$ cat src/hw/srl_map.svh
// Offsets, field positions and table constants for the read latency lookup.
`ifndef SRL_MAP_SVH
`define SRL_MAP_SVH

// Table geometry.
`define SRL_ROW_LEN 8'h0e
`define SRL_ROW_FIRST 8'h12
`define SRL_ROW_COUNT 3'h5
`define SRL_TABLE_END 8'h58
`define SRL_FAMILY_COUNT 3'h6

// Row start offsets in the window.
`define SRL_OFS_ROW2 8'h12
`define SRL_OFS_ROW3 8'h20
`define SRL_OFS_ROW4 8'h2e
`define SRL_OFS_ROW5 8'h3c
`define SRL_OFS_ROW6 8'h4a
`define SRL_OFS_QIO_MODE_R3 8'h2c
`define SRL_OFS_QIO_LAT_R3 8'h2d

// Field positions inside one row.
`define SRL_FLD_FREQ 8'h00
`define SRL_FLD_CODE 8'h01
`define SRL_FLD_RD_MODE 8'h02
`define SRL_FLD_RD_LAT 8'h03
`define SRL_FLD_FAST_MODE 8'h04
`define SRL_FLD_FAST_LAT 8'h05
`define SRL_FLD_DOUT_MODE 8'h06
`define SRL_FLD_DOUT_LAT 8'h07
`define SRL_FLD_QOUT_MODE 8'h08
`define SRL_FLD_QOUT_LAT 8'h09
`define SRL_FLD_DIO_MODE 8'h0a
`define SRL_FLD_DIO_LAT 8'h0b
`define SRL_FLD_QIO_MODE 8'h0c
`define SRL_FLD_QIO_LAT 8'h0d

// Frequency limit bytes.
`define SRL_FREQ_50 8'h32
`define SRL_FREQ_80 8'h50
`define SRL_FREQ_90 8'h5a
`define SRL_FREQ_104 8'h68
`define SRL_FREQ_133 8'h85

// Latency codes.
`define SRL_CODE_00 2'h0
`define SRL_CODE_01 2'h1
`define SRL_CODE_10 2'h2
`define SRL_CODE_11 2'h3

// Cycle counts.
`define SRL_UNSUP 8'hff
`define SRL_CYC0 8'h00
`define SRL_CYC1 8'h01
`define SRL_CYC2 8'h02
`define SRL_CYC4 8'h04
`define SRL_CYC5 8'h05
`define SRL_CYC8 8'h08

`endif

$ cat src/hw/srl_pkg.sv
// Types shared by the read latency lookup.
package srl_pkg;

    // Read command families in table order.
    typedef enum logic [2:0] {
        SRL_CMD_READ = 3'h0,
        SRL_CMD_FAST = 3'h1,
        SRL_CMD_DOUT = 3'h2,
        SRL_CMD_QOUT = 3'h3,
        SRL_CMD_DIO = 3'h4,
        SRL_CMD_QIO = 3'h5
    } srl_cmd_t;

    // Lookup request: a band row plus a command family.
    typedef struct packed {
        logic [2:0] row;
        srl_cmd_t cmd;
    } srl_req_t;

    // Lookup answer.
    typedef struct packed {
        logic [7:0] freq;
        logic [1:0] code;
        logic [7:0] mode;
        logic [7:0] lat;
        logic unsup;
    } srl_ans_t;

    // Reader states, one-hot.
    typedef enum logic [1:0] {
        SRL_ST_IDLE = 2'b01,
        SRL_ST_ANS = 2'b10
    } srl_state_t;

endpackage : srl_pkg

$ cat src/hw/srl_latency_lookup.sv
// Read-only single-data-rate read latency parameter table with two read ports.
//
// Function
// - All-ones entry means command unsupported in band.
// - Row three: 80 MHz limit, byte 50h, code 00b.
// - 80 MHz quad I/O: 2 mode, 4 latency.
// - Row four: 90 MHz, byte 5Ah, code 01b.
// - Row five: 104 MHz, byte 68h, code 10b.
// - Row six: 133 MHz, byte 85h, code 10b.
// - Plain read unsupported at 90, 104, 133 MHz.
// - Fast read: 0 mode, 8 latency, upper bands.
// - Dual/quad out: 0 mode, 8 latency, 90/104.
// - At 133 MHz dual/quad reads all unsupported.
// - Dual I/O: 4 mode; 0, 1 or 2 latency.
// - Quad I/O: 2 mode; 1, 4 or 5 latency.
`include "srl_map.svh"

module srl_latency_lookup (
    input wire logic I_CLK,
    input wire logic I_RST,
    input wire logic I_BYTE_REQ,
    input wire logic [7:0] I_BYTE_OFS,
    output logic [7:0] O_BYTE_DATA,
    output logic O_BYTE_VALID,
    input wire logic I_LOOK_REQ,
    input wire srl_pkg::srl_req_t I_LOOK,
    output srl_pkg::srl_ans_t O_LOOK,
    output logic O_LOOK_VALID
);

    // ************************************************************
    // Table contents
    // ************************************************************

    // The byte view is kept as stored bytes, one entry per offset, so a host that walks
    // the offsets sees the image exactly as laid down here. Each row is fourteen bytes:
    // a frequency limit, a latency code, then a mode and a latency byte per command.
    // An all-ones pair marks a command that must not be issued in that band.
    // The decoded port keeps its own field logic, so both views must be kept in step.
    logic [7:0] tbl_mem [`SRL_ROW_FIRST:`SRL_TABLE_END - 8'h01];

    // Fixed contents; every entry is written so no latch can be inferred.
    always_comb begin
        // 50 MHz band, code 11b: every command runs with the fewest cycles.
        // Only this band still accepts the plain read.
        tbl_mem[`SRL_OFS_ROW2 + `SRL_FLD_FREQ] = `SRL_FREQ_50;
        tbl_mem[`SRL_OFS_ROW2 + `SRL_FLD_CODE] = {6'h00, `SRL_CODE_11};
        tbl_mem[`SRL_OFS_ROW2 + `SRL_FLD_RD_MODE] = `SRL_CYC0;
        tbl_mem[`SRL_OFS_ROW2 + `SRL_FLD_RD_LAT] = `SRL_CYC0;
        tbl_mem[`SRL_OFS_ROW2 + `SRL_FLD_FAST_MODE] = `SRL_CYC0;
        tbl_mem[`SRL_OFS_ROW2 + `SRL_FLD_FAST_LAT] = `SRL_CYC0;
        tbl_mem[`SRL_OFS_ROW2 + `SRL_FLD_DOUT_MODE] = `SRL_CYC0;
        tbl_mem[`SRL_OFS_ROW2 + `SRL_FLD_DOUT_LAT] = `SRL_CYC0;
        tbl_mem[`SRL_OFS_ROW2 + `SRL_FLD_QOUT_MODE] = `SRL_CYC0;
        tbl_mem[`SRL_OFS_ROW2 + `SRL_FLD_QOUT_LAT] = `SRL_CYC0;
        tbl_mem[`SRL_OFS_ROW2 + `SRL_FLD_DIO_MODE] = `SRL_CYC4;
        tbl_mem[`SRL_OFS_ROW2 + `SRL_FLD_DIO_LAT] = `SRL_CYC0;
        tbl_mem[`SRL_OFS_ROW2 + `SRL_FLD_QIO_MODE] = `SRL_CYC2;
        tbl_mem[`SRL_OFS_ROW2 + `SRL_FLD_QIO_LAT] = `SRL_CYC1;

        // 80 MHz band, code 00b: the plain read drops out here.
        // Single and multi output reads need eight latency cycles.
        tbl_mem[`SRL_OFS_ROW3 + `SRL_FLD_FREQ] = `SRL_FREQ_80;
        tbl_mem[`SRL_OFS_ROW3 + `SRL_FLD_CODE] = {6'h00, `SRL_CODE_00};
        tbl_mem[`SRL_OFS_ROW3 + `SRL_FLD_RD_MODE] = `SRL_UNSUP;
        tbl_mem[`SRL_OFS_ROW3 + `SRL_FLD_RD_LAT] = `SRL_UNSUP;
        tbl_mem[`SRL_OFS_ROW3 + `SRL_FLD_FAST_MODE] = `SRL_CYC0;
        tbl_mem[`SRL_OFS_ROW3 + `SRL_FLD_FAST_LAT] = `SRL_CYC8;
        tbl_mem[`SRL_OFS_ROW3 + `SRL_FLD_DOUT_MODE] = `SRL_CYC0;
        tbl_mem[`SRL_OFS_ROW3 + `SRL_FLD_DOUT_LAT] = `SRL_CYC8;
        tbl_mem[`SRL_OFS_ROW3 + `SRL_FLD_QOUT_MODE] = `SRL_CYC0;
        tbl_mem[`SRL_OFS_ROW3 + `SRL_FLD_QOUT_LAT] = `SRL_CYC8;
        tbl_mem[`SRL_OFS_ROW3 + `SRL_FLD_DIO_MODE] = `SRL_CYC4;
        tbl_mem[`SRL_OFS_ROW3 + `SRL_FLD_DIO_LAT] = `SRL_CYC0;
        tbl_mem[`SRL_OFS_ROW3 + `SRL_FLD_QIO_MODE] = `SRL_CYC2;
        tbl_mem[`SRL_OFS_ROW3 + `SRL_FLD_QIO_LAT] = `SRL_CYC4;

        // 90 MHz band, code 01b: the dual I/O read gains a latency cycle.
        // Dual I/O needs one, quad I/O four.
        tbl_mem[`SRL_OFS_ROW4 + `SRL_FLD_FREQ] = `SRL_FREQ_90;
        tbl_mem[`SRL_OFS_ROW4 + `SRL_FLD_CODE] = {6'h00, `SRL_CODE_01};
        tbl_mem[`SRL_OFS_ROW4 + `SRL_FLD_RD_MODE] = `SRL_UNSUP;
        tbl_mem[`SRL_OFS_ROW4 + `SRL_FLD_RD_LAT] = `SRL_UNSUP;
        tbl_mem[`SRL_OFS_ROW4 + `SRL_FLD_FAST_MODE] = `SRL_CYC0;
        tbl_mem[`SRL_OFS_ROW4 + `SRL_FLD_FAST_LAT] = `SRL_CYC8;
        tbl_mem[`SRL_OFS_ROW4 + `SRL_FLD_DOUT_MODE] = `SRL_CYC0;
        tbl_mem[`SRL_OFS_ROW4 + `SRL_FLD_DOUT_LAT] = `SRL_CYC8;
        tbl_mem[`SRL_OFS_ROW4 + `SRL_FLD_QOUT_MODE] = `SRL_CYC0;
        tbl_mem[`SRL_OFS_ROW4 + `SRL_FLD_QOUT_LAT] = `SRL_CYC8;
        tbl_mem[`SRL_OFS_ROW4 + `SRL_FLD_DIO_MODE] = `SRL_CYC4;
        tbl_mem[`SRL_OFS_ROW4 + `SRL_FLD_DIO_LAT] = `SRL_CYC1;
        tbl_mem[`SRL_OFS_ROW4 + `SRL_FLD_QIO_MODE] = `SRL_CYC2;
        tbl_mem[`SRL_OFS_ROW4 + `SRL_FLD_QIO_LAT] = `SRL_CYC4;

        // 104 MHz band, code 10b: one more latency cycle for both I/O reads.
        // This is the fastest band in which the multi-line reads still run.
        tbl_mem[`SRL_OFS_ROW5 + `SRL_FLD_FREQ] = `SRL_FREQ_104;
        tbl_mem[`SRL_OFS_ROW5 + `SRL_FLD_CODE] = {6'h00, `SRL_CODE_10};
        tbl_mem[`SRL_OFS_ROW5 + `SRL_FLD_RD_MODE] = `SRL_UNSUP;
        tbl_mem[`SRL_OFS_ROW5 + `SRL_FLD_RD_LAT] = `SRL_UNSUP;
        tbl_mem[`SRL_OFS_ROW5 + `SRL_FLD_FAST_MODE] = `SRL_CYC0;
        tbl_mem[`SRL_OFS_ROW5 + `SRL_FLD_FAST_LAT] = `SRL_CYC8;
        tbl_mem[`SRL_OFS_ROW5 + `SRL_FLD_DOUT_MODE] = `SRL_CYC0;
        tbl_mem[`SRL_OFS_ROW5 + `SRL_FLD_DOUT_LAT] = `SRL_CYC8;
        tbl_mem[`SRL_OFS_ROW5 + `SRL_FLD_QOUT_MODE] = `SRL_CYC0;
        tbl_mem[`SRL_OFS_ROW5 + `SRL_FLD_QOUT_LAT] = `SRL_CYC8;
        tbl_mem[`SRL_OFS_ROW5 + `SRL_FLD_DIO_MODE] = `SRL_CYC4;
        tbl_mem[`SRL_OFS_ROW5 + `SRL_FLD_DIO_LAT] = `SRL_CYC2;
        tbl_mem[`SRL_OFS_ROW5 + `SRL_FLD_QIO_MODE] = `SRL_CYC2;
        tbl_mem[`SRL_OFS_ROW5 + `SRL_FLD_QIO_LAT] = `SRL_CYC5;

        // 133 MHz band, code 10b: only the fast read is left.
        // Every other command carries an all-ones pair.
        tbl_mem[`SRL_OFS_ROW6 + `SRL_FLD_FREQ] = `SRL_FREQ_133;
        tbl_mem[`SRL_OFS_ROW6 + `SRL_FLD_CODE] = {6'h00, `SRL_CODE_10};
        tbl_mem[`SRL_OFS_ROW6 + `SRL_FLD_RD_MODE] = `SRL_UNSUP;
        tbl_mem[`SRL_OFS_ROW6 + `SRL_FLD_RD_LAT] = `SRL_UNSUP;
        tbl_mem[`SRL_OFS_ROW6 + `SRL_FLD_FAST_MODE] = `SRL_CYC0;
        tbl_mem[`SRL_OFS_ROW6 + `SRL_FLD_FAST_LAT] = `SRL_CYC8;
        tbl_mem[`SRL_OFS_ROW6 + `SRL_FLD_DOUT_MODE] = `SRL_UNSUP;
        tbl_mem[`SRL_OFS_ROW6 + `SRL_FLD_DOUT_LAT] = `SRL_UNSUP;
        tbl_mem[`SRL_OFS_ROW6 + `SRL_FLD_QOUT_MODE] = `SRL_UNSUP;
        tbl_mem[`SRL_OFS_ROW6 + `SRL_FLD_QOUT_LAT] = `SRL_UNSUP;
        tbl_mem[`SRL_OFS_ROW6 + `SRL_FLD_DIO_MODE] = `SRL_UNSUP;
        tbl_mem[`SRL_OFS_ROW6 + `SRL_FLD_DIO_LAT] = `SRL_UNSUP;
        tbl_mem[`SRL_OFS_ROW6 + `SRL_FLD_QIO_MODE] = `SRL_UNSUP;
        tbl_mem[`SRL_OFS_ROW6 + `SRL_FLD_QIO_LAT] = `SRL_UNSUP;
    end

    // ************************************************************
    // Decoded field logic
    // ************************************************************

    // One field of one row: row index 0 is the 50 MHz band, 4 the 133 MHz band.
    // Field codes past the last command fall to the default and read as zero.
    function automatic logic [7:0] row_field(input logic [7:0] row, input logic [7:0] fld);
        logic [7:0] res;
        res = `SRL_CYC0;
        case (fld)
            // Frequency limit byte of the band.
            8'h00: begin
                case (row)
                    8'h00: res = `SRL_FREQ_50;
                    8'h01: res = `SRL_FREQ_80;
                    8'h02: res = `SRL_FREQ_90;
                    8'h03: res = `SRL_FREQ_104;
                    default: res = `SRL_FREQ_133;
                endcase
            end
            // Latency code, zero-extended to a byte.
            8'h01: begin
                case (row)
                    8'h00: res = {6'h00, `SRL_CODE_11};
                    8'h01: res = {6'h00, `SRL_CODE_00};
                    8'h02: res = {6'h00, `SRL_CODE_01};
                    default: res = {6'h00, `SRL_CODE_10};
                endcase
            end
            // Plain read: only the slowest band supports it.
            8'h02, 8'h03: res = (row == 8'h00) ? `SRL_CYC0 : `SRL_UNSUP;
            // Fast read mode then latency.
            8'h04: res = `SRL_CYC0;
            8'h05: res = (row == 8'h00) ? `SRL_CYC0 : `SRL_CYC8;
            // Dual and quad output reads.
            8'h06, 8'h08: begin
                res = (row == 8'h04) ? `SRL_UNSUP : `SRL_CYC0;
            end
            8'h07, 8'h09: begin
                case (row)
                    8'h00: res = `SRL_CYC0;
                    8'h04: res = `SRL_UNSUP;
                    default: res = `SRL_CYC8;
                endcase
            end
            // Dual I/O read.
            8'h0a: res = (row == 8'h04) ? `SRL_UNSUP : `SRL_CYC4;
            8'h0b: begin
                case (row)
                    8'h00, 8'h01: res = `SRL_CYC0;
                    8'h02: res = `SRL_CYC1;
                    8'h03: res = `SRL_CYC2;
                    default: res = `SRL_UNSUP;
                endcase
            end
            // Quad I/O read.
            8'h0c: res = (row == 8'h04) ? `SRL_UNSUP : `SRL_CYC2;
            8'h0d: begin
                case (row)
                    8'h00: res = `SRL_CYC1;
                    8'h01: res = `SRL_CYC4;
                    8'h02: res = `SRL_CYC4;
                    8'h03: res = `SRL_CYC5;
                    default: res = `SRL_UNSUP;
                endcase
            end
            default: res = `SRL_CYC0;
        endcase
        return res;
    endfunction : row_field

    // ************************************************************
    // Byte read port
    // ************************************************************

    logic [7:0] byte_data_r;
    logic [7:0] byte_data_nxt;
    logic byte_valid_r;
    logic byte_valid_nxt;
    logic byte_in_range;

    // Offsets outside the table read as zero, so a host scanning past the end sees no junk.
    assign byte_in_range = (I_BYTE_OFS >= `SRL_ROW_FIRST) && (I_BYTE_OFS < `SRL_TABLE_END);

    // Each request answers one cycle later; the data holds until the next request.
    always_comb begin
        byte_data_nxt = byte_data_r;
        byte_valid_nxt = I_BYTE_REQ;
        if (I_BYTE_REQ) begin
            byte_data_nxt = `SRL_CYC0;
            if (byte_in_range) begin
                byte_data_nxt = tbl_mem[I_BYTE_OFS];
            end
        end
    end

    // Registers only; reset clears the answer so no stale byte shows after it.
    // The valid flag is never held, so a host sees exactly one valid cycle per request; back to back requests keep it high.
    always_ff @(posedge I_CLK or posedge I_RST) begin
        if (I_RST) begin
            byte_data_r <= 8'h00;
            byte_valid_r <= 1'b0;
        end else begin
            byte_data_r <= byte_data_nxt;
            byte_valid_r <= byte_valid_nxt;
        end
    end

    // Both outputs come straight from flip-flops.
    assign O_BYTE_DATA = byte_data_r;
    assign O_BYTE_VALID = byte_valid_r;

    // ************************************************************
    // Decoded lookup port
    // ************************************************************

    // Decoded port state and the fields picked for the current request.
    srl_pkg::srl_state_t state_r;
    srl_pkg::srl_state_t state_nxt;
    srl_pkg::srl_ans_t ans_r;
    srl_pkg::srl_ans_t ans_nxt;
    logic [7:0] row_sel;
    logic [7:0] mode_fld;
    logic [7:0] code_fld;

    // Rows beyond the last band clamp to the fastest band rather than read garbage.
    assign row_sel = (I_LOOK.row < `SRL_ROW_COUNT) ? {5'h00, I_LOOK.row}
                                                   : {5'h00, `SRL_ROW_COUNT - 3'h1};
    // Each command owns two adjacent fields, mode first, so its mode field sits at
    // twice the command code past the plain read's mode field.
    assign mode_fld = `SRL_FLD_RD_MODE + {4'h0, I_LOOK.cmd, 1'b0};
    // The code byte is fetched whole; only its low two bits carry the latency code.
    assign code_fld = row_field(row_sel, `SRL_FLD_CODE);

    // A lookup is taken in idle or in the answer state, so requests may run back to back.
    always_comb begin
        state_nxt = state_r;
        ans_nxt = ans_r;
        case (state_r)
            srl_pkg::SRL_ST_IDLE, srl_pkg::SRL_ST_ANS: begin
                if (I_LOOK_REQ) begin
                    ans_nxt.freq = row_field(row_sel, `SRL_FLD_FREQ);
                    ans_nxt.code = code_fld[1:0];
                    ans_nxt.mode = row_field(row_sel, mode_fld);
                    ans_nxt.lat = row_field(row_sel, mode_fld + 8'h01);
                    ans_nxt.unsup = (ans_nxt.mode == `SRL_UNSUP)
                                  || (ans_nxt.lat == `SRL_UNSUP);
                    state_nxt = srl_pkg::SRL_ST_ANS;
                end else begin
                    state_nxt = srl_pkg::SRL_ST_IDLE;
                end
            end
            default: state_nxt = srl_pkg::SRL_ST_IDLE;
        endcase
    end

    // Registers only; the answer holds until the next request is taken.
    // Reset clears it so the first answer after reset is always fresh.
    always_ff @(posedge I_CLK or posedge I_RST) begin
        if (I_RST) begin
            state_r <= srl_pkg::SRL_ST_IDLE;
            ans_r <= '0;
        end else begin
            state_r <= state_nxt;
            ans_r <= ans_nxt;
        end
    end

    // The answer is registered; valid follows the one-hot answer state.
    assign O_LOOK = ans_r;
    assign O_LOOK_VALID = (state_r == srl_pkg::SRL_ST_ANS);

endmodule : srl_latency_lookup

$ cat config.mk
export PLATFORM = sky130hd
export DESIGN_NAME = srl_latency_lookup
export DESIGN_NICKNAME = d
export VERILOG_FILES = /design/src/hw/srl_pkg.sv /design/src/hw/srl_latency_lookup.sv
export VERILOG_INCLUDE_DIRS = /design/src /design/src/hw
export SDC_FILE = /design/constraint.sdc
export NUM_CORES = 1
export LEC_CHECK = 0
export BUFFER_PORTS_ARGS = -buffer_cell sky130_fd_sc_hd__buf_2
export CORE_ASPECT_RATIO = 1.4
export CORE_MARGIN = 3
export CORE_UTILIZATION = 56
export CTS_CLUSTER_SIZE = 30
export DETAILED_ROUTE_END_ITERATION = 7
export HOLD_SLACK_MARGIN = 0.05
export PLACE_DENSITY = 0.85
export SYNTH_ARGS = -nofsm -noshare
export SYNTH_HDL_FRONTEND = slang
export SYNTH_SLANG_ARGS = --single-unit
$ cat constraint.sdc
create_clock -name I_CLK -period 4.04 [get_ports I_CLK]
set_input_delay 0.202 -clock I_CLK [delete_from_list [all_inputs] [get_ports I_CLK]]
set_output_delay 0.202 -clock I_CLK [all_outputs]
set_load 0.005 [all_outputs]
==> After elaboration in Yosys (flattened, before gate mapping) <==
Memory sizes are Yosys's and may differ from the RTL's.
Cells that the tools add are included.
{ "totals": {"ff_bits": 38, "rom_bits": 1024, "inputBits": 18, "out_inout_bits": 37, "word_cells": 85, "n_memories": 1} }
{ "classes": {"addsub": 2, "order_cmp": 4, "eq_ne": 32, "muxes": 22, "bitwise": 1, "reduce_logical": 15} }
{ "mem_list": {"columns": ["memory", "depth", "width", "rd", "rd_ports_with_merged_regs", "write_ports", "line_no", "source"], "rows": [
  ["(no name shown)", 128, 8, 1, 0, 0, "srl_latency_lookup.sv:221", "byte_data_nxt = tbl_mem[I_BYTE_OFS];"]
]} }
{ "op_table": {"columns": ["cell", "n"], "rows": [
  ["case mux 8 bit (10 select lines)", 2],
  ["2-to-1 mux 8 bit", 11],
  ["case mux 8 bit (3 select lines)", 2],
  ["== test 6 x 4 -> 1 bit (second input constant)", 6],
  ["case mux 8 bit (4 select lines)", 1],
  ["== test 5 x 4 -> 1 bit (second input constant)", 6],
  ["zero test 8 bit", 3],
  ["== test 6 x 3 -> 1 bit (second input constant)", 3],
  ["OR reduction 2 bit", 9],
  ["== test 8 bit (second input constant)", 2],
  ["case mux 8 bit (2 select lines)", 1],
  ["== test 5 x 3 -> 1 bit (second input constant)", 3],
  ["== test 6 x 2 -> 1 bit (second input constant)", 2],
  ["== test 5 x 2 -> 1 bit (second input constant)", 2],
  ["greater-or-equal comparator 9 x 8 -> 1 bit (second input constant)", 1],
  ["inverter 8 -> 9 bit", 1],
  ["greater-or-equal comparator 8 x 5 -> 1 bit (second input constant)", 1],
  ["less-than comparator 8 x 7 -> 1 bit (second input constant)", 1],
  ["adder 5 x 1 -> 6 bit (second input constant)", 1],
  ["== test 3 x 2 -> 1 bit (second input constant)", 2],
  ["== test 6 x 1 -> 1 bit (second input constant)", 1],
  ["case mux 2 bit (3 select lines)", 1],
  ["adder 2 x 4 -> 5 bit (first input constant)", 1],
  ["== test 5 x 1 -> 1 bit (second input constant)", 1],
  ["11 further kinds", 12]
]} }

==> Longest topological paths before layout <==
Gate-level depths: netlist (run 1).
{ "depth": {"ltp_word": 10, "ltp_mapped": 7} }

==> Worst setup path before layout (run 1) <==
No wires, ideal clock.
{ "synth_path": {"path_type": "register -> register", "start": "register state_r[0]", "end": "register ans_r, in the netlist O_LOOK[3]", "arrival_time_ns": 1.552, "path_slack_ns": 2.377, "path_stages_with_launch": 8, "n_path_buf": 2, "period_less_slack_ns": 1.663, "path_cell_list": "dfstp_2 -> inv_1 -> ha_1 -> nand2b_1 -> buf_2 -> buf_1 -> nand2_1 -> o41ai_1"} }
{ "synth_via": {"elab_chain_len": 3} }
{ "synth_lines": {"columns": ["element", "line_no", "source"], "rows": [
  ["start, declared", "srl_latency_lookup.sv:247", "srl_pkg::srl_state_t state_r;"],
  ["start signal, assigned", "srl_latency_lookup.sv:290", "state_r <= srl_pkg::SRL_ST_IDLE;"],
  ["start signal, assigned", "srl_latency_lookup.sv:293", "state_r <= state_nxt;"],
  ["== test 2 bit / == test 2 x 1 -> 1 bit (equally long branches)", "srl_latency_lookup.sv:268", "case (state_r)"],
  ["OR reduction 2 bit (*)", "srl_latency_lookup.sv:268", null],
  ["AND reduction 2 bit (no line) (*)", null, null],
  ["end signal, assigned", "srl_latency_lookup.sv:294", "ans_r <= ans_nxt;"],
  ["end, declared", "srl_latency_lookup.sv:249", "srl_pkg::srl_ans_t ans_r;"]
]} }
Mark *: on every way between the ends. The rest lies on a longest branch, timed or not.
A chain may end at the register's enable or synchronous reset.

==> Final worst setup path (run 1) <==
{ "layout_path": {"start": "register state_r[0]", "end": "register ans_r, in the netlist O_LOOK[10]"} }
The elaborated chain is that of the path after synthesis.

==> results.cfg, run 1 <==
[run_status]
run_status = finished, final reports clean

[timing]
max_slew.worst_pin.slew_ns = 1.07
shortest_clock_period_the_worst_path_allows_after_layout_ns = 2.26
timing.clock.skew_ns = 0.00508
maxSlewHeadroom_pct = 28.8
timing.fmax_ghz = 0.442
final.setup.tns_ns = 0
final_max_slew_viols = 0
min_period_over_period_pct = 56.0
setup-violations-final = 0
fin_hold_ws_ns = 0.108
hold_violations = 0
unrepaired_setup_endpoints_after_global_routing = no

[flow_run]
drv.max_cap_violation_count = 0

[clock_tree]
clkTransAtPathRegs_ns = 0.06
insertion_delay_ns = 0.28
clock_sinks = 32
clock_tree.buffer_depth = 2
cts-htree-levels = 2
tritoncts = yes
cts.root.buffer_cell = clkbuf_8
tritoncts.num_buffers = 5

[detailed_routing]
drt-wirelength-per-cell_um = 16.0
detailroute.via_count = 1856
initialDrtViolationCount = 111
total_length_of_routed_wires_um = 4930
route.antenna.remaining_nets = 0
via_per_inst = 6.03
firstDrtPassIters = 5
post-route-drc-count = 0

[floorplanning]
floorplan.die_area_sq_um = 4290
design.portCount = 55
core_area_sq_um = 3240
chipHeight_um = 76.3
placement_rows = 24
initial_core_util_pct = 61.0
dieWidth_um = 56.2

[global_routing]
all_layer_gr_usage_pct = 24.4
grt_first_pass_wirelength_um = 8440
number_of_global_route_vias_before_repair = 1808
antenna_violations_before_repair = 0
grt_overflow_total = 0
grt_max_degree = 34

[critical_path]
crit_required_ns = 4.21
cp_data_arrival_time_ns = 2.43
critPathKind = reg2reg
worstSetupEndpointType = flip-flop
crit_path_max_fanout = 33
timing.reg2reg.worst_path_depth = 5
critical_path.startpoint_type = flip-flop

[pwr]
share_seq_of_total_power_pct = 40.8
cellInternalPower_uw = 808
power.clock.fraction_pct = 24.2
comb_power_share_pct = 34.9
fin_total_pwr_uw = 1220
power_switching_uw = 411
ir_drop_mv = 0.496
leakage_uw = 0.00120
pwr_dens_nw_per_um2 = 527
switching_share_pct = 33.7

[logic_synthesis]
synthFlopType = dfrtp_1
yosys_warnings = 0
syn-mean-instance-area_sq_um = 8.79
synth_seq_area_share_pct = 40.6
number_of_enable_flip_flop_cells_after_synthesis = 0
flip_flop_and_latch_count_after_synthesis = 32
postSynth.asyncResetShare_pct = 100
synth.cell_area_sq_um = 1980
ys_types = 50
netlist_instances = 225
synth.net_count = 248

[min_path]
timing.hold.worst_path_depth = 1
hp_class = in2reg

[final_layout]
layout.filler_cells = 266
flow.area_growth_from_synthesis_pct = 16.9
instances_no_fill = 308
drive_gt1_share_pct = 26.4
finalNetCount = 291
n_antenna_cell = 0

[placed_design]
hpwl_um = 3620
place_congestion = 0.856
number_of_placed_instances_taps_included = 299
count_of_buffers_inserted_at_the_top_level_ports = 54
-- power groups by stage --
stage | clock [uW] | combinational (uW) | sequential [uW]
finish | 295 | 426 | 497
floorplan | 0 | 268 | 503
global route | 320 | 480 | 512
detailed placement | 0 | 428 | 503
CTS | 301 | 430 | 498
global placement | 0 | 409 | 496
-- timing repair --
action                                 4_1_cts  5_1_grt
setup buffers                                0        0
resized for setup                            0        0
hold buffers                                 1        0
endpoints found under the hold margin       31        0
-- cell families after synthesis --
| family | after synthesis | share of synthesized area, % |
|---|---|---|
| AND/OR/NAND/NOR | 70 | 16.8 |
| buffers and inverters | 33 | 8.04 |
| multiplexers | 4 | 2.66 |
| flip-flops | 32 | 40.6 |
| AO/OA/AOI/OAI | 80 | 28.4 |
| XOR/XNOR | 1 | 0.443 |
| adder cells (fa/ha/maj) | 5 | 3.16 |
-- synthesized netlist by cell type, drive strengths merged (2+ instances only) --
cell	count	area, sq um
a2111oi	2	17.5
a211o	2	17.5
a211oi	2	15.0
a21o	7	52.6
a21oi	14	70.1
a22o	2	17.5
a22oi	3	22.5
a31o	2	17.5
a31oi	6	37.5
and3b	2	17.5
buf	13	83.8
clkbuf	7	26.3
dfrtp	31	776
ha	5	62.6
inv	13	48.8
mux2i	3	30.0
nand2	35	131
nand2b	7	43.8
nand3	2	10.0
nor2	8	32.5
nor2b	3	18.8
nor3	4	20.0
o211ai	4	30.0
o21ai	15	75.1
o221ai	2	17.5
o22ai	2	12.5
o2bb2ai	5	43.8
o31ai	2	15.0
o41ai	2	17.5
or2	2	12.5
or3	3	18.8
-- metal layers --
layer  routed length [um]  global-route usage [%]  share of wire (%)  up-vias
met5                    0                       0                  0        -
met1                 1900                    28.5                 39      871
met2                 2590                    42.3                 53       85
met3                  310                    5.25                6.3       12
li1                     -                       -                  -      888
met4                  122                    10.9                2.5        0
-- worst max-delay path: stages (launching register included) --
cell      delay, ns
dfstp_2        0.52
inv_1          0.04
ha_1           0.25
nand2b_1       0.81
inv_1          0.26
o22a_1         0.27
-- layout by cell type (no fill, tap or decap), types with 6 or more instances in the layout --
master,instances
a31oi_1,6
a21oi_1,14
buf_2,54
nand2b_1,7
nor2_1,7
a21o_1,7
inv_1,13
nand2_1,35
dfrtp_1,31
o21ai_0,13
-- layout make-up --
class                      count  area (sq um)  share of cell area (%)
sequential                    32           802                    34.7
clock buffer                   6          72.6                    3.14
inverter                      13          48.8                    2.11
tap                           39          48.8                    2.11
clock inverter                 2          35.0                    1.52
multi-input combinational    160          1020                    44.0
timing repair buffer          56           288                    12.5
-- state kept, by name, summed over array words and instances, names as in the netlist --
signal	cells
O_LOOK	21
state_r	2
O_BYTE_VALID	1
O_BYTE_DATA	8
-- path summary, 6_finish.rpt --
kind                                        startpoint                     end  slack [ns]
min in group asynchronous                        I_RST   O_LOOK[9]$_DFFE_PP0P_        0.55
worst min register to register  O_LOOK[14]$_DFFE_PP0P_  O_LOOK[14]$_DFFE_PP0P_        0.47
worst max-delay path              state_r[0]$_DFF_PP1_  O_LOOK[10]$_DFFE_PP0P_        1.78
worst min-delay path                        I_BYTE_REQ  O_BYTE_VALID$_DFF_PP0_        0.11
worst max register to register    state_r[0]$_DFF_PP1_  O_LOOK[10]$_DFFE_PP0P_        1.78
max in group asynchronous                        I_RST    state_r[0]$_DFF_PP1_        3.17
-- stage by stage --
stage / area (sq um) / setup WS [ns] / util [%]
floorplan: 1980 / 2.38 / -
global placement: 2190 / 1.86 / 67.6
detailed placement: 2190 / 1.83 / 67.6
CTS: 2310 / 1.81 / 71.3
global route: 2310 / 1.56 / 71.3
finish: 2310 / 1.78 / 71.3
Power figures use the tool's default switching activity.
==> inputs of run 2 (changes only) <==
--- a/config.mk
+++ b/config.mk
@@ -9,11 +9,11 @@
 export BUFFER_PORTS_ARGS = -buffer_cell sky130_fd_sc_hd__buf_2
 export CORE_ASPECT_RATIO = 1.4
 export CORE_MARGIN = 3
-export CORE_UTILIZATION = 56
+export CORE_UTILIZATION = 52
 export CTS_CLUSTER_SIZE = 30
 export DETAILED_ROUTE_END_ITERATION = 7
 export HOLD_SLACK_MARGIN = 0.05
-export PLACE_DENSITY = 0.85
+export PLACE_DENSITY = 0.8
 export SYNTH_ARGS = -nofsm -noshare
 export SYNTH_HDL_FRONTEND = slang
 export SYNTH_SLANG_ARGS = --single-unit
==> constraint.sdc (replaced) <==
create_clock -name I_CLK -period 2.3 [get_ports I_CLK]
set_input_delay 0.115 -clock I_CLK [delete_from_list [all_inputs] [get_ports I_CLK]]
set_output_delay 0.115 -clock I_CLK [all_outputs]
set_load 0.005 [all_outputs]
==> results.cfg, run 2 (synthesis results as in run 1) <==
[run_status]
run_status = finished, final reports clean

[detailed_routing]
drt-wirelength-per-cell_um = 15.3
detailroute.via_count = 1851
via_per_inst = 5.89
total_length_of_routed_wires_um = 4800
initialDrtViolationCount = 89
post-route-drc-count = 0
firstDrtPassIters = 4
route.antenna.remaining_nets = 0

[clock_tree]
tritoncts = yes
postCtsSetupRepairBufs = 0
clkTransAtPathRegs_ns = 0.07
cts-htree-levels = 2
clock_tree.buffer_depth = 2
clock_sinks = 32
tritoncts.num_buffers = 5
insertion_delay_ns = 0.28
cts.root.buffer_cell = clkbuf_8

[critical_path]
crit_cells = 6
slowest_delay_ns = 0.52
critical_path.startpoint_type = flip-flop
crit_required_ns = 2.52
critical_register_to_register_path_startpoint = state_r[0]$_DFF_PP1_
critPathSlowestCell = dfstp_2
reg2reg_slack_ns = 0.53
timing.reg2reg.worst_path_depth = 6
crit_path_max_fanout = 13
cp_data_arrival_time_ns = 1.99
crit_chain = inv_1, ha_1, nand2b_1, buf_4, nor3_1, a21o_1
worstSetupEndpointType = flip-flop
critPathKind = reg2reg
timing.rr.end = O_LOOK[20]$_DFFE_PP0P_
cp.buffers_inverters = 2
cp_top_family = flip-flops

[timing]
shortest_clock_period_the_worst_path_allows_after_layout_ns = 1.77
timing.fmax_ghz = 0.564
timing.clock.skew_ns = 0.00519
fin_hold_ws_ns = 0.145
final.setup.tns_ns = 0
unrepaired_setup_endpoints_after_global_routing = no
max_slew.worst_pin.slew_ns = 0.369
hold_violations = 0
maxSlewHeadroom_pct = 74.8
min_period_over_period_pct = 77.0
setup-violations-final = 0
final_max_slew_viols = 0

[placed_design]
count_of_buffers_inserted_at_the_top_level_ports = 54
number_of_placed_instances_taps_included = 304
place_congestion = 0.911
hpwl_um = 3560
place_area_sq_um = 2220

[final_layout]
finish.instance_area_sq_um = 2350
flow.area_growth_from_synthesis_pct = 19.0
largest_register_ffs = 21
finalNetCount = 296
mostFrequentLayoutCells = buf_2, nand2_1, dfrtp_1
drive_gt1_share_pct = 27.4
instances_no_fill = 314
mostFrequentLayoutCell = buf_2
n_antenna_cell = 0
finish.utilization_pct = 67.1

[floorplanning]
initial_core_util_pct = 56.4
design.portCount = 55
core_area_sq_um = 3500
dieWidth_um = 58.1
floorplan.die_area_sq_um = 4590
placement_rows = 25
chipHeight_um = 79.0

[global_routing]
grt_overflow_total = 0
grt_max_degree = 33
grt_first_pass_wirelength_um = 7980
all_layer_gr_usage_pct = 22.4
number_of_global_route_vias_before_repair = 1741
antenna_violations_before_repair = 0

[min_path]
hp_class = in2reg
timing.hold.worst_path_depth = 3
min_delay_worst_endpoint = O_LOOK[22]$_DFFE_PP0P_
min_from = I_LOOK[4]

[flow_run]
drv.max_cap_violation_count = 0

[pwr]
leakage_uw = 0.00122
ir_drop_mv = 0.907
pwr_dens_nw_per_um2 = 917
==> run 2: what timing repair did <==
item | CTS | global route
resized for setup | 0 | 0
hold buffers | 2 | 0
hold endpoints to repair | 32 | 0
==> run 2: report_power, final <==
group	leakage [uW]	switching, uW	internal, uW
logic	0.000763	411	358
clock network	0.0000552	200	321
registers	0.000403	108	761
==> run 2: area by class of cell <==
cell class | count | area [sq um]
tap | 40 | 50.0
multi-input combinational | 160 | 1020
sequential | 32 | 802
timing repair buffer | 61 | 328
inverter | 13 | 48.8
fill | 297 | 1150
clock buffer | 6 | 72.6
clock inverter | 2 | 35.0
==> run 2: per-stage QoR <==
stage          setup slack [ns]  total power [uW]
4_1_cts                   0.523              2180
2_1_floorplan             0.637              1360
5_1_grt                   0.412              2320
3_5_place_dp              0.535              1650
6_report                  0.528              2160
3_3_place_gp              0.576              1620
==> run 2: worst max-delay path by stage <==
stage / startpoint / endpoint / slack, ns
6_report: state_r[0]$_DFF_PP1_ / O_LOOK[20]$_DFFE_PP0P_ / 0.53
5_1_grt: state_r[0]$_DFF_PP1_ / O_LOOK[20]$_DFFE_PP0P_ / 0.41
4_1_cts: state_r[0]$_DFF_PP1_ / O_LOOK[20]$_DFFE_PP0P_ / 0.52
3_5_place_dp: state_r[0]$_DFF_PP1_ / O_LOOK[20]$_DFFE_PP0P_ / 0.53
3_3_place_gp: state_r[0]$_DFF_PP1_ / O_LOOK[20]$_DFFE_PP0P_ / 0.58
2_1_floorplan: state_r[0]$_DFF_PP1_ / O_LOOK[3]$_DFFE_PP0P_ / 0.64
==> run 2: tightest hold or removal path, stage by stage <==
cell and delay (ns):
buf_2 0.14, nand2_1 0.06, o21ai_0 0.06
==> run 2: metal layers <==
layer	up-vias	wire length, um	global-route usage [%]
met2	80	2470	38.7
li1	901	-	-
met5	-	0	0
met3	19	291	3.90
met1	851	1860	25.2
met4	0	174	13.2
==> inputs of run 3 (changes only) <==
==> constraint.sdc (replaced) <==
create_clock -name I_CLK -period 1.65 [get_ports I_CLK]
set_input_delay 0.0825 -clock I_CLK [delete_from_list [all_inputs] [get_ports I_CLK]]
set_output_delay 0.0825 -clock I_CLK [all_outputs]
set_load 0.005 [all_outputs]
==> results.cfg, run 3 (synthesis results as in run 1) <==
[global_routing]
antenna_violations_before_repair = 0
all_layer_gr_usage_pct = 24.4
number_of_global_route_vias_before_repair = 1906
grt_max_degree = 33
grt_first_pass_wirelength_um = 8760
grt_overflow_total = 0

[critical_path]
critPathKind = reg2reg
critical_path_sink = O_LOOK[1]$_DFFE_PP0P_
cp-startpoint = state_r[0]$_DFF_PP1_
worstSetupEndpointType = flip-flop
cp_data_arrival_time_ns = 1.81
timing.rr.end = O_LOOK[1]$_DFFE_PP0P_
critical_register_to_register_path_startpoint = state_r[0]$_DFF_PP1_
crit_required_ns = 1.87
crit_path_max_fanout = 10
timing.reg2reg.worst_path_depth = 6
reg2reg_slack_ns = 0.06
critical_path.startpoint_type = flip-flop

[floorplanning]
initial_core_util_pct = 56.4
chipHeight_um = 79.0
core_area_sq_um = 3500
floorplan.die_area_sq_um = 4590
dieWidth_um = 58.1
design.portCount = 55
placement_rows = 25

[timing]
maxSlewHeadroom_pct = 67.5
setup_ws_ns = 0.0569
hold_violations = 0
timing.fmax_ghz = 0.628
min_period_over_period_pct = 96.5
setup-violations-final = 0
timing.clock.skew_ns = 0.00230
shortest_clock_period_the_worst_path_allows_after_layout_ns = 1.59
unrepaired_setup_endpoints_after_global_routing = yes
max_slew.worst_pin.slew_ns = 0.483
final_max_slew_viols = 0

[clock_tree]
tritoncts = yes
postCtsSetupRepairBufs = 0
cts-htree-levels = 2
clock_sinks = 32
insertion_delay_ns = 0.28
tritoncts.num_buffers = 5
clkTransAtPathRegs_ns = 0.06
clock_tree.buffer_depth = 2
cts.root.buffer_cell = clkbuf_8

[detailed_routing]
post-route-drc-count = 0
detailroute.via_count = 1914
firstDrtPassIters = 4
via_per_inst = 5.91
drt-wirelength-per-cell_um = 15.8
initialDrtViolationCount = 132
total_length_of_routed_wires_um = 5130
route.antenna.remaining_nets = 0

[min_path]
timing.hold.worst_path_depth = 3
hp_class = in2reg

[placed_design]
place_area_sq_um = 2300
place_congestion = 0.959
hpwl_um = 3920
number_of_placed_instances_taps_included = 314
dp_slack_ns = -0.101
count_of_buffers_inserted_at_the_top_level_ports = 54

[flow_run]
drv.max_cap_violation_count = 0

[final_layout]
finalNetCount = 306
instances_no_fill = 324
mostFrequentLayoutCells = buf_2, nand2_1, dfrtp_1
finish.instance_area_sq_um = 2420
seqCellArea_sq_um = 802
mostFrequentLayoutCell = buf_2
largest_register_ffs = 21
area_of_the_multi_input_gates_sq_um = 1040
flow.area_growth_from_synthesis_pct = 22.6
drive_gt1_share_pct = 31.0
layout.filler_cells = 291
n_antenna_cell = 0

[pwr]
ir_drop_mv = 1.07
pwr_dens_nw_per_um2 = 1210
fin_total_pwr_uw = 2930
leakage_uw = 0.00126

[run_status]
run_status = finished, final reports clean
[run 3: cell types whose count changed in the layout (fill, tap and decap cells not counted), sizes merged]
cell	previous run	this run
buf	59	69
bufinv	1	0
clkbuf	6	7
[run 3: what timing repair did]
item / in CTS / in global routing
resized for setup: 4 / 2
setup endpoints to repair: 17 / 4
gates cloned: 0 / 0
hold buffers: 2 / 0
endpoints found under the hold margin: 32 / 0
[run 3: cell type report]
type	instances	area share, %
inverters	13	2.01
repair buffers	71	16.6
multi-input cells	160	42.9
flip-flops and latches	32	33.1
clock inverters	1	0.207
clock buffers	7	3.15
well taps	40	2.07
[run 3: per-layer routing]
layer | global-route usage (%) | up-vias | share of wire [%] | wire length (um)
li1 | - | 915 | - | -
met1 | 28.0 | 888 | 37 | 1900
met2 | 43.1 | 94 | 53 | 2740
met5 | 0 | - | 0 | 0
met4 | 11.4 | 0 | 3.1 | 157
met3 | 4.39 | 17 | 6.6 | 337
[run 3: worst max-delay path: stages (launching register included)]
cell      delay [ns]
dfstp_2         0.52
inv_1           0.04
ha_1            0.29
nand2b_4        0.19
buf_4           0.16
a211oi_1        0.20
a22o_1          0.15
[run 3: power by group]
group	total (uW)	internal (uW)	switching, uW
Sequential	1210	1060	150
Combinational	1150	554	598
Clock	568	295	272
Total	2930	1910	1020
[run 3: stage by stage]
stage / utilization, % / hold slack [ns] / TNS, ns
floorplan: - / 0.114 / 0
global placement: 65.6 / 0.172 / -0.166
detailed placement: 65.6 / 0.186 / -0.700
CTS: 68.9 / 0.120 / 0
global route: 69.2 / 0.163 / -0.0456
finish: 69.2 / 0.126 / 0
[run 3: worst min-delay path by stage]
stage                     startpoint                          to  slack [ns]
after global routing       I_LOOK[4]      O_LOOK[22]$_DFFE_PP0P_        0.16
final                      I_LOOK[4]      O_LOOK[22]$_DFFE_PP0P_        0.13
after detailed placement       I_RST  O_BYTE_DATA[5]$_DFFE_PP0P_        0.19
after CTS                  I_LOOK[4]      O_LOOK[22]$_DFFE_PP0P_        0.12
after global placement         I_RST  O_BYTE_DATA[5]$_DFFE_PP0P_        0.17
after floorplan           I_BYTE_REQ      O_BYTE_VALID$_DFF_PP0_        0.11
